$ cat src/dcr_pkg.sv
// constants and types for the dual channel reservation block
package dcr_pkg;

	localparam int unsigned CLK_HZ          = 50_000_000;
	localparam int unsigned RELEASE_MS      = 500;
	localparam int unsigned RELEASE_CYCLES  = CLK_HZ / 1000 * RELEASE_MS;
	localparam int unsigned NOTICE_US       = 30;
	localparam int unsigned NOTICE_CYCLES   = CLK_HZ / 1_000_000 * NOTICE_US;
	localparam int unsigned PHASE_HZ        = 5_000_000;
	localparam int unsigned PHASE_CYCLES    = CLK_HZ / PHASE_HZ / 2;
	localparam int unsigned ADDR_W          = 3;
	localparam int unsigned BUS_OUT_W       = 10;
	localparam int unsigned BIT_FORCE       = 9;
	localparam int unsigned TAG_W           = 3;
	localparam logic [2:0]  TAG_CONTROL     = 3'h3;

	typedef struct packed {
		logic                  unit_select;
		logic [TAG_W-1:0]      tag;
		logic [BUS_OUT_W-1:0]  bus_out;
		logic [ADDR_W-1:0]     address;
		logic [1:0]            disable_switch_n;
	} dcr_chan_in_type;

	typedef struct packed {
		logic unit_chosen;
		logic busy;
		logic seek_done_n;
		logic chosen;
		logic reserved;
		logic lockout;
	} dcr_chan_out_type;

endpackage

$ cat src/dcr_core.sv
// two-channel reservation and forced takeover logic
`timescale 1ns/10ps
`default_nettype none
// Operation
// - deselect starts 500 ms timer; expiry clears reservation only under timed hold, never lockout
// - timed hold option: timer expiry clears reservation, drive free
// - absolute hold option: expiry ignored, reservation kept until release or takeover
// - release clears reservation and the other channel's lockout
// - other channel admitted only after releaser drops select and deselects
// - takeover locks owner out, clears its state, chooses and reserves requester
// - locked-out channel stays so until other channel releases
// - both disable switches in disable position lock the channel
// - available drive with matching address answers unit chosen
// - drive held by other channel answers chosen plus busy, no grant
// - after refused attempt, seek done low 30 us once drive freed
// - chosen states set on alternate 5 MHz phases
module dcr_core import dcr_pkg::*; #(
	parameter int unsigned RELEASE_COUNT = RELEASE_CYCLES
) (
	input  wire logic              mclk,
	input  wire logic              reset,
	input  wire logic [ADDR_W-1:0] logical_address,
	input  wire logic              absolute_hold_option,
	input  wire logic              timed_hold_option,
	input  wire dcr_chan_in_type   chan_in_0,
	input  wire dcr_chan_in_type   chan_in_1,
	output var  dcr_chan_out_type  chan_out_0,
	output var  dcr_chan_out_type  chan_out_1
);
	////////////////////////////////////////////////////////////////////////////
	// parameter checks
	if (RELEASE_COUNT < 1) begin : g_bad_release
		$error("dcr_core: RELEASE_COUNT must be at least one");
	end
	if (PHASE_CYCLES < 1) begin : g_bad_phase
		$error("dcr_core: phase half period must be at least one cycle");
	end
	if (NOTICE_CYCLES < 1) begin : g_bad_notice
		$error("dcr_core: availability notice must be at least one cycle");
	end

	////////////////////////////////////////////////////////////////////////////
	// input registers
	dcr_chan_in_type in_q [2];

	always_ff @(posedge mclk or posedge reset) begin
		if (reset) begin
			in_q[0] <= '0;
			in_q[1] <= '0;
		end else begin
			in_q[0] <= chan_in_0;
			in_q[1] <= chan_in_1;
		end
	end

	////////////////////////////////////////////////////////////////////////////
	// decode
	logic [1:0] chosen_q;
	logic [1:0] reservation_state_q;
	logic [1:0] channel_lockout_state_q;
	logic [1:0] tried_q;
	logic [1:0] switch_off;
	logic [1:0] blocked;
	logic [1:0] match;
	logic [1:0] takeover;
	logic [1:0] release_cmd;
	logic [1:0] held_other;
	logic [1:0] expire;
	logic [1:0] freed;
	logic [1:0] grant;
	logic [1:0] refused;
	logic       phase_q;
	logic [$clog2(PHASE_CYCLES+1)-1:0] phase_cnt_q;

	always_comb begin
		for (int c = 0; c < 2; c++) begin
			switch_off[c]  = (in_q[c].disable_switch_n == 2'h0);
			blocked[c]     = switch_off[c] | channel_lockout_state_q[c];
			match[c]       = in_q[c].unit_select && !blocked[c] &&
				(in_q[c].address == logical_address);
			held_other[c]  = chosen_q[1-c] | reservation_state_q[1-c];
			takeover[c]    = match[c] && in_q[c].bus_out[BIT_FORCE] &&
				held_other[c] && !chosen_q[c];
			release_cmd[c] = (in_q[c].tag == TAG_CONTROL) && in_q[c].bus_out[BIT_FORCE] &&
				chosen_q[c];
			freed[c]       = tried_q[c] && !held_other[c];
			grant[c]       = match[c] && !chosen_q[c] && !held_other[c];
			refused[c]     = match[c] && held_other[c] && !takeover[c];
		end
	end

	////////////////////////////////////////////////////////////////////////////
	// alternate phase generator
	always_ff @(posedge mclk or posedge reset) begin
		if (reset) begin
			phase_cnt_q <= '0;
			phase_q     <= 1'b0;
		end else if (phase_cnt_q == ($bits(phase_cnt_q))'(PHASE_CYCLES - 1)) begin
			phase_cnt_q <= '0;
			phase_q     <= ~phase_q;
		end else begin
			phase_cnt_q <= phase_cnt_q + 1'b1;
		end
	end

	////////////////////////////////////////////////////////////////////////////
	// chosen, reservation and lockout state
	always_ff @(posedge mclk or posedge reset) begin
		if (reset) begin
			chosen_q                <= '0;
			reservation_state_q     <= '0;
			channel_lockout_state_q <= '0;
		end else begin
			for (int c = 0; c < 2; c++) begin
				if (release_cmd[c]) begin
					reservation_state_q[c]       <= 1'b0;
					channel_lockout_state_q[1-c] <= 1'b0;
				end
				if (expire[c] && timed_hold_option && !absolute_hold_option) begin
					reservation_state_q[c] <= 1'b0;
				end
				if (!in_q[c].unit_select || blocked[c]) begin
					chosen_q[c] <= 1'b0;
				end
				if (phase_q == c[0]) begin
					if (takeover[c]) begin
						channel_lockout_state_q[1-c] <= 1'b1;
						reservation_state_q[1-c]     <= 1'b0;
						chosen_q[c]                  <= 1'b1;
						reservation_state_q[c]       <= 1'b1;
					end else if (grant[c]) begin
						chosen_q[c]            <= 1'b1;
						reservation_state_q[c] <= 1'b1;
					end
				end
				if (takeover[1-c] && phase_q != c[0]) begin
					chosen_q[c] <= 1'b0;
				end
			end
		end
	end

	////////////////////////////////////////////////////////////////////////////
	// release timers and availability notice
	logic [1:0] chosen_prev_q;
	logic [1:0] notice_run;

	always_ff @(posedge mclk or posedge reset) begin
		if (reset) begin
			chosen_prev_q <= '0;
			tried_q       <= '0;
		end else begin
			chosen_prev_q <= chosen_q;
			for (int c = 0; c < 2; c++) begin
				if (freed[c]) begin
					tried_q[c] <= 1'b0;
				end
				if (refused[c]) begin
					tried_q[c] <= 1'b1;
				end
			end
		end
	end

	for (genvar g = 0; g < 2; g++) begin : g_chan
		dcr_pulse_timer #(
			.COUNT (RELEASE_COUNT)
		) u_release (
			.mclk    (mclk),
			.reset   (reset),
			.start   (chosen_prev_q[g] && !chosen_q[g]),
			.cancel  (chosen_q[g]),
			.running (),
			.expired (expire[g])
		);
		dcr_pulse_timer #(
			.COUNT (NOTICE_CYCLES)
		) u_notice (
			.mclk    (mclk),
			.reset   (reset),
			.start   (freed[g]),
			.cancel  (1'b0),
			.running (notice_run[g]),
			.expired ()
		);
	end

	////////////////////////////////////////////////////////////////////////////
	// registered outputs
	always_ff @(posedge mclk or posedge reset) begin
		if (reset) begin
			chan_out_0.unit_chosen <= 1'b0;
			chan_out_0.busy        <= 1'b0;
			chan_out_0.seek_done_n <= 1'b1;
			chan_out_0.chosen      <= 1'b0;
			chan_out_0.reserved    <= 1'b0;
			chan_out_0.lockout     <= 1'b0;
			chan_out_1.unit_chosen <= 1'b0;
			chan_out_1.busy        <= 1'b0;
			chan_out_1.seek_done_n <= 1'b1;
			chan_out_1.chosen      <= 1'b0;
			chan_out_1.reserved    <= 1'b0;
			chan_out_1.lockout     <= 1'b0;
		end else begin
			chan_out_0.unit_chosen <= match[0];
			chan_out_0.busy        <= refused[0];
			chan_out_0.seek_done_n <= !notice_run[0];
			chan_out_0.chosen      <= chosen_q[0];
			chan_out_0.reserved    <= reservation_state_q[0];
			chan_out_0.lockout     <= blocked[0];
			chan_out_1.unit_chosen <= match[1];
			chan_out_1.busy        <= refused[1];
			chan_out_1.seek_done_n <= !notice_run[1];
			chan_out_1.chosen      <= chosen_q[1];
			chan_out_1.reserved    <= reservation_state_q[1];
			chan_out_1.lockout     <= blocked[1];
		end
	end
endmodule
`default_nettype wire

$ cat src/dcr_pulse_timer.sv
// one-shot down counter used for release interval and availability notice
`timescale 1ns/10ps
`default_nettype none
module dcr_pulse_timer #(
	parameter int unsigned COUNT = 16
) (
	input  wire logic mclk,
	input  wire logic reset,
	input  wire logic start,
	input  wire logic cancel,
	output var  logic running,
	output var  logic expired
);
	localparam int unsigned W = (COUNT < 2) ? 1 : $clog2(COUNT + 1);
	logic [W-1:0] count_q;

	initial begin
		if (COUNT < 1) begin
			$error("dcr_pulse_timer: COUNT must be at least one");
		end
	end

	always_ff @(posedge mclk or posedge reset) begin
		if (reset) begin
			count_q <= '0;
			expired <= 1'b0;
		end else begin
			expired <= 1'b0;
			if (cancel) begin
				count_q <= '0;
			end else if (start) begin
				count_q <= W'(COUNT);
			end else if (count_q != '0) begin
				count_q <= count_q - W'(1);
				if (count_q == W'(1)) begin
					expired <= 1'b1;
				end
			end
		end
	end

	assign running = (count_q != '0);
endmodule
`default_nettype wire

$ cat config.mk
export PLATFORM = sky130hd
export DESIGN_NAME = dcr_core
export DESIGN_NICKNAME = d
export VERILOG_FILES = /design/src/dcr_pkg.sv /design/src/dcr_core.sv /design/src/dcr_pulse_timer.sv
export SDC_FILE = /design/constraint.sdc
export NUM_CORES = 1
export LEC_CHECK = 0
export BUFFER_PORTS_ARGS = -buffer_cell sky130_fd_sc_hd__buf_2
export CORE_MARGIN = 10
export CORE_UTILIZATION = 35
export CTS_CLUSTER_SIZE = 25
export DETAILED_ROUTE_END_ITERATION = 8
export PLACE_DENSITY = 0.57
export RECOVER_POWER = 100
export SLEW_MARGIN = 25
export SYNTH_ARGS = -nofsm -noshare
export SYNTH_HDL_FRONTEND = slang
export SYNTH_SLANG_ARGS = --single-unit
$ cat constraint.sdc
create_clock -name mclk -period 2.8 [get_ports mclk]
set_input_delay 0 -clock mclk [delete_from_list [all_inputs] [get_ports mclk]]
set_output_delay 0 -clock mclk [all_outputs]
set_load 0.01 [all_outputs]
## Yosys cells after proc, flatten, opt, wreduce, memory -nomap -nowiden

Index checks and enable logic that the tools add are counted.

- Bits in registers: 138
- Input port bits: 45
- Output and inout bits: 12
- Logic and storage cells: 163

- Add/subtract/negate cells: 5
- Equality and inequality tests: 7
- Multiplexer cells: 51
- Bitwise operators: 5
- Reduce and logical (&&, ||, !) cells: 59

Operators by type and width:

| cell | count |
|---|---|
| 25-bit two-way mux | 6 |
| 25-bit by 1-bit == test with 1-bit output, second input constant | 2 |
| 25-bit nonzero test | 2 |
| 25-bit by 1-bit subtractor with 25-bit output, second input constant | 2 |
| 11-bit two-way mux | 4 |
| 1-bit two-way mux | 38 |
| 1-bit logical AND | 32 |
| 11-bit nonzero test | 2 |
| 11-bit by 1-bit subtractor with 11-bit output, second input constant | 2 |
| 1-bit zero test | 13 |
| 2-bit nonzero test | 4 |
| 3-bit by 2-bit == test with 1-bit output, second input constant | 2 |
| 3-bit == test | 2 |
| 3-bit nonzero test | 2 |
| 2-bit zero test | 2 |
| 2-bit two-way mux | 2 |
| 1-bit OR | 4 |
| 3-bit by 1-bit adder with 3-bit output, second input constant | 1 |
| 3-bit == test, second input constant | 1 |
| 3-bit two-way mux | 1 |
| 1-bit logical OR | 2 |
| 1-bit NOT | 1 |

## Longest topological paths before layout

- Depth in word-level cells: 15
- Gate-level depth with buffers: 9
- Mapped depth without buffers: 7

## Cells and area by module

A second synthesis with hierarchy kept.

- Cell total of the unflattened synthesis: 553
- Area total of the unflattened synthesis: 5,871.9 um^2

By module, submodules not included:

| module | instances | cells an instance | area each (um^2) | seq. area each (um^2) |
|---|---|---|---|---|
| dcr_core | 1 | 115 | 1,581.5 | 1,103.6 |
| dcr_pulse_timer at g_chan[0].u_release | 1 | 153 | 1,532.7 | 650.6 |
| dcr_pulse_timer at g_chan[1].u_release | 1 | 157 | 1,478.9 | 650.6 |
| dcr_pulse_timer at g_chan[0].u_notice ... | 2 | 64 | 639.4 | 300.3 |

## Worst setup path before layout

Ideal clock, no wire load.

- Path type: flip-flop to flip-flop
- From: reg g_chan[1].u_release.count_q[0]
- To: reg g_chan[1].u_release.count_q[22]
- Arrival: 2,395 ps
- Path slack: 269 ps
- Stages on the path, launching flop included: 10
- Cells stage by stage: dfrtp_1 inv_1 ha_1 or4b_1 or3_1 buf_2 buf_2 o31a_2 o21ai_0 a21oi_1

- Longest elaborated chain between the ends: 4

RTL lines:

| element | line | source |
|---|---|---|
| start, declared | dcr_pulse_timer.sv:15 | `logic [W-1:0] count_q;` |
| start signal, assigned | dcr_pulse_timer.sv:32 | `count_q <= W'(COUNT);` |
| start signal, assigned | dcr_pulse_timer.sv:34 | `count_q <= count_q - W'(1);` |
| 25-bit by 1-bit subtractor with 25-bit output | dcr_pulse_timer.sv:34 |  |
| 25-bit two-way mux | dcr_pulse_timer.sv:33 | `end else if (count_q != '0) begin` |
| 25-bit two-way mux | dcr_pulse_timer.sv:31 | `end else if (start) begin` |
| 25-bit two-way mux | dcr_pulse_timer.sv:29 | `if (cancel) begin` |

Parallel ways exist; a longest one is shown, timed or not. The select of a mux whose other input is x is not followed.
A chain may end at the register's enable or synchronous reset.

## Worst setup path in the final report

- From: reg g_chan[1].u_release.count_q[0]
- To: reg g_chan[1].u_release.count_q[21]

The elaborated chain is that of the path after synthesis.

==> metrics.md <==
| Metric | Value |
|---|---|
| Residual DRC | `0` |
| Commonest non-fill, non-tap cells in the layout | `116 x dfrtp_1, 59 x nor2_1, 29 x xnor2_1` |
| Syn Inst Count | `504` |
| Worst r2r src | `g_chan[1].u_release.count_q[0]` |
| DIE HEIGHT | `144 um` |
| TNS Setup | `0 ns` |
| Total Wirelength | `12000 um` |
| Yosys top cell area share | `54.2%` |
| Max Slew Vio Count | `45` |
| Syn-to-layout area delta | `22.8%` |
| Initial antenna violation count | `0` |
| Power Total | `6530 uW` |
| Clock Sinks | `118` |
| Crit path largest cell delay | `0.53 ns` |
| Clock Latency Late Sink | `0.42 ns` |
| Min cycle time layout | `2.58 ns` |
| RSZ-0062 raised after global routing | `no` |
| Pint | `4470 uW` |
| Final hold vios | `0` |
| Top_reg_cell synth | `dfrtp_1` |
| Yosys top cell by area | `dfrtp_1` |
| H-tree Lvls | `4` |
| Relative slew margins | `-0.204%` |
| Avg Inst Size Synth | `10.6 um2` |
| # setup viols final | `0` |
| Crit. End Element | `flip-flop` |
| Clock slew at reported path FFs | `0.05 ns` |
| Ranking of synthesized cells by area | `dfrtp_1 54%, xnor2_1 4.7%, nor2_1 4.1%` |
| Worst endpoint data arrival time | `2.84 ns` |
| Failing checks | `slew limit` |
| Post-synth EDFFs | `0` |
| Period utilization | `92.2%` |
| Power Density | `994 nW/um2` |
| Status | `finished with violations` |
| Fraction of layout cells with a size suffix above 1 | `14.4%` |
| Crit-path max FO | `11` |
| Hold Path End | `reservation_state_q[0]` |
| Crit path max-delay family | `simple AND/OR/NAND/NOR gates` |
| Area of the multi-input gates | `2220 um2` |
| DR vias | `4028` |
| Fraction of registers with async set/reset | `100%` |
| Commonest non-fill, non-tap cell in the layout | `dfrtp_1` |
| CP Cell Sequence | `inv_1, ha_1, or4b_1, or3_4, or3_1, nor2_1, a211oi_1` |
| HP Start | `absolute_hold_option` |
| Die width | `144 um` |
| # IOs | `57` |
| Max_cap viols | `0` |
| Reg2Reg Capture Point | `g_chan[1].u_release.count_q[21]` |
| First-pass GRT wire length | `20400 um` |
| Sw power | `2060 uW` |
| CTS tree | `done` |
| Grt ovf | `0` |
| Yosys Warn Count | `0` |
| CORE AREA | `15100 um2` |
| Part of the power in combinational logic | `22.3%` |
| Nets | `629` |
| Seq cells post-synth | `118` |
| Worst Clk Skew | `0.00782 ns` |
| Fillers | `1415` |
| WP data required | `3.06 ns` |
| WL/cell | `15.4 um` |
| Clock power frac | `35.3%` |
| Worst path depth | `7` |
| R2R Setup Slk | `0.22 ns` |
| Switching Share | `31.5%` |
| ANT cells | `0` |
| Port Buffers | `38` |
| Die Area | `20600 um2` |
| CP Class | `reg -> reg` |
| Buf+Inv Stages, Crit Path | `1` |
| Fmax | `388 MHz` |
| Drt via density | `5.18` |
| Largest net degree at the start of global routing | `113` |
| Total track usage | `12.4%` |
| Worst min path class | `in -> reg` |
| Mapped Nets | `557` |
| Final ANT Viol Nets | `0` |
| CP max-delay cell | `or3_1` |
| Register area share after synthesis | `55.2%` |
| Reg area | `2960 um2` |
| Worst Hold Depth | `5` |
| RD Place Congestion | `0.807` |
| CTS Buf Count | `17` |
| Starting Density | `35.5%` |
| Reg2reg path depth | `7` |
| Crit path launch type | `flip-flop` |
| First DRT Iteration DRCs | `322` |
| Pleak | `0.00277 uW` |
| DPL Wire Length | `7990 um` |
| Row count | `45` |
| Worst slew pin tran | `1.50 ns` |
| Worst vdd ir | `482 uV` |
| Root Buffer Master | `clkbuf_16` |
| Seq pwr share | `42.4%` |
| Synthesized cell area | `5350 um2` |
| Initial DRT Pass Iterations | `4` |
| Post-CTS setup buffer count | `0` |
| Vias in the first global route | `4104` |
| Clock Path Buffers | `2` |
| Cell variety after synth | `61` |
## state kept, by name, indices dropped and copies added (netlist names)
| signal | flops |
|---|---|
| chan_out_0 | 5 |
| chan_out_1 | 6 |
| channel_lockout_state_q | 2 |
| chosen_prev_q | 1 |
| chosen_q | 2 |
| g_chan.u_notice.count_q | 22 |
| g_chan.u_release.count_q | 50 |
| g_chan.u_release.expired | 2 |
| in_q | 20 |
| phase_cnt_q | 3 |
| phase_q | 1 |
| reservation_state_q | 2 |
| tried_q | 2 |
## logic make-up after synthesis
kind of cell,after synthesis,share of synthesized area (%)
simple gates,203,21.1
flops,118,55.2
compound gates,90,11.3
xor+xnor,42,6.87
buf+inv,41,3.23
fa+ha+maj,8,1.87
mux,2,0.397
## power by group through the flow
stage | Sequential, uW | Combinational, uW | Clock, uW
floorplan | 2650 | 1140 | 0
global placement | 2740 | 1400 | 0
detailed placement | 2770 | 1470 | 0
CTS | 2760 | 1500 | 2350
global route | 2850 | 1670 | 2430
finish | 2770 | 1460 | 2310
## worst max-delay path by stage
stage	start	endpoint	slack [ns]
CTS	g_chan[1].u_release.count_q[0]	g_chan[1].u_release.count_q[21]	0.11
floorplan	g_chan[1].u_release.count_q[0]	g_chan[1].u_release.count_q[22]	0.27
finish	g_chan[1].u_release.count_q[0]	g_chan[1].u_release.count_q[21]	0.22
detailed placement	g_chan[1].u_release.count_q[0]	g_chan[1].u_release.count_q[21]	0.12
global placement	g_chan[1].u_release.count_q[0]	g_chan[1].u_release.count_q[21]	0.18
global route	g_chan[1].u_release.count_q[10]	g_chan[1].u_release.count_q[11]	0.08
## worst reg2reg max path, stage by stage (launching register included)
cell,delay (ns)
dfrtp_1,0.39
inv_1,0.10
ha_1,0.16
or4b_1,0.49
or3_4,0.47
or3_1,0.53
nor2_1,0.21
a211oi_1,0.08
## synth_stat cells (3+ instances only)
cell and n:
or2_2 6, nand2_1 23, nor2b_1 3, o21bai_1 4, o21ai_0 23, nand2b_1 7, or4_1 18, nand3_1 7
xnor2_1 29, clkbuf_1 13, nand4_1 3, a21oi_1 22, or4_4 3, nor3_1 21, ha_1 8, inv_1 23
or3_1 14, nor4_1 11, buf_2 3, a211oi_1 4, and2_1 3, and4_1 4, nor2_1 59, xor2_1 13
dfrtp_1 116, o31ai_1 13, a31oi_1 5
## per-stage QoR
stage	cell area [um2]	hold WS, ns	instances	utilization [%]	worst slack (ns)
floorplan	5360	0.0314	504	-	0.269
global placement	5800	-0.0775	724	38.4	0.181
detailed placement	5800	-0.0735	724	38.4	0.120
CTS	6640	0.0123	777	44.0	0.113
global route	6580	0.0440	777	43.6	0.0814
finish	6580	0.0262	777	43.6	0.220
## timing repair
action / in CTS / in global routing
hold buffers: 21 / 0
gates resized for setup: 0 / 1
endpoints found under the setup margin: 0 / 7
hold endpoints to repair: 137 / 0
## routing by layer
layer | GRT usage [%] | share of wire [%] | up-vias
li1 | - | - | 1944
met3 | 4.36 | 4.5 | 17
met4 | 4.67 | 1.2 | 0
met2 | 18.3 | 46 | 65
met1 | 16.3 | 48 | 2002
met5 | 0 | 0 | -
## area by class of cell
cell class | instances | share of cell area, %
Clock buffer | 19 | 6.89
Clock inverter | 13 | 2.72
Inverter | 23 | 1.33
Multi-Input combinational cell | 345 | 33.8
Sequential cell | 118 | 44.9
Tap cell | 188 | 3.58
Timing Repair Buffer | 71 | 6.76
Note: power is estimated with default switching activity, not from simulation.
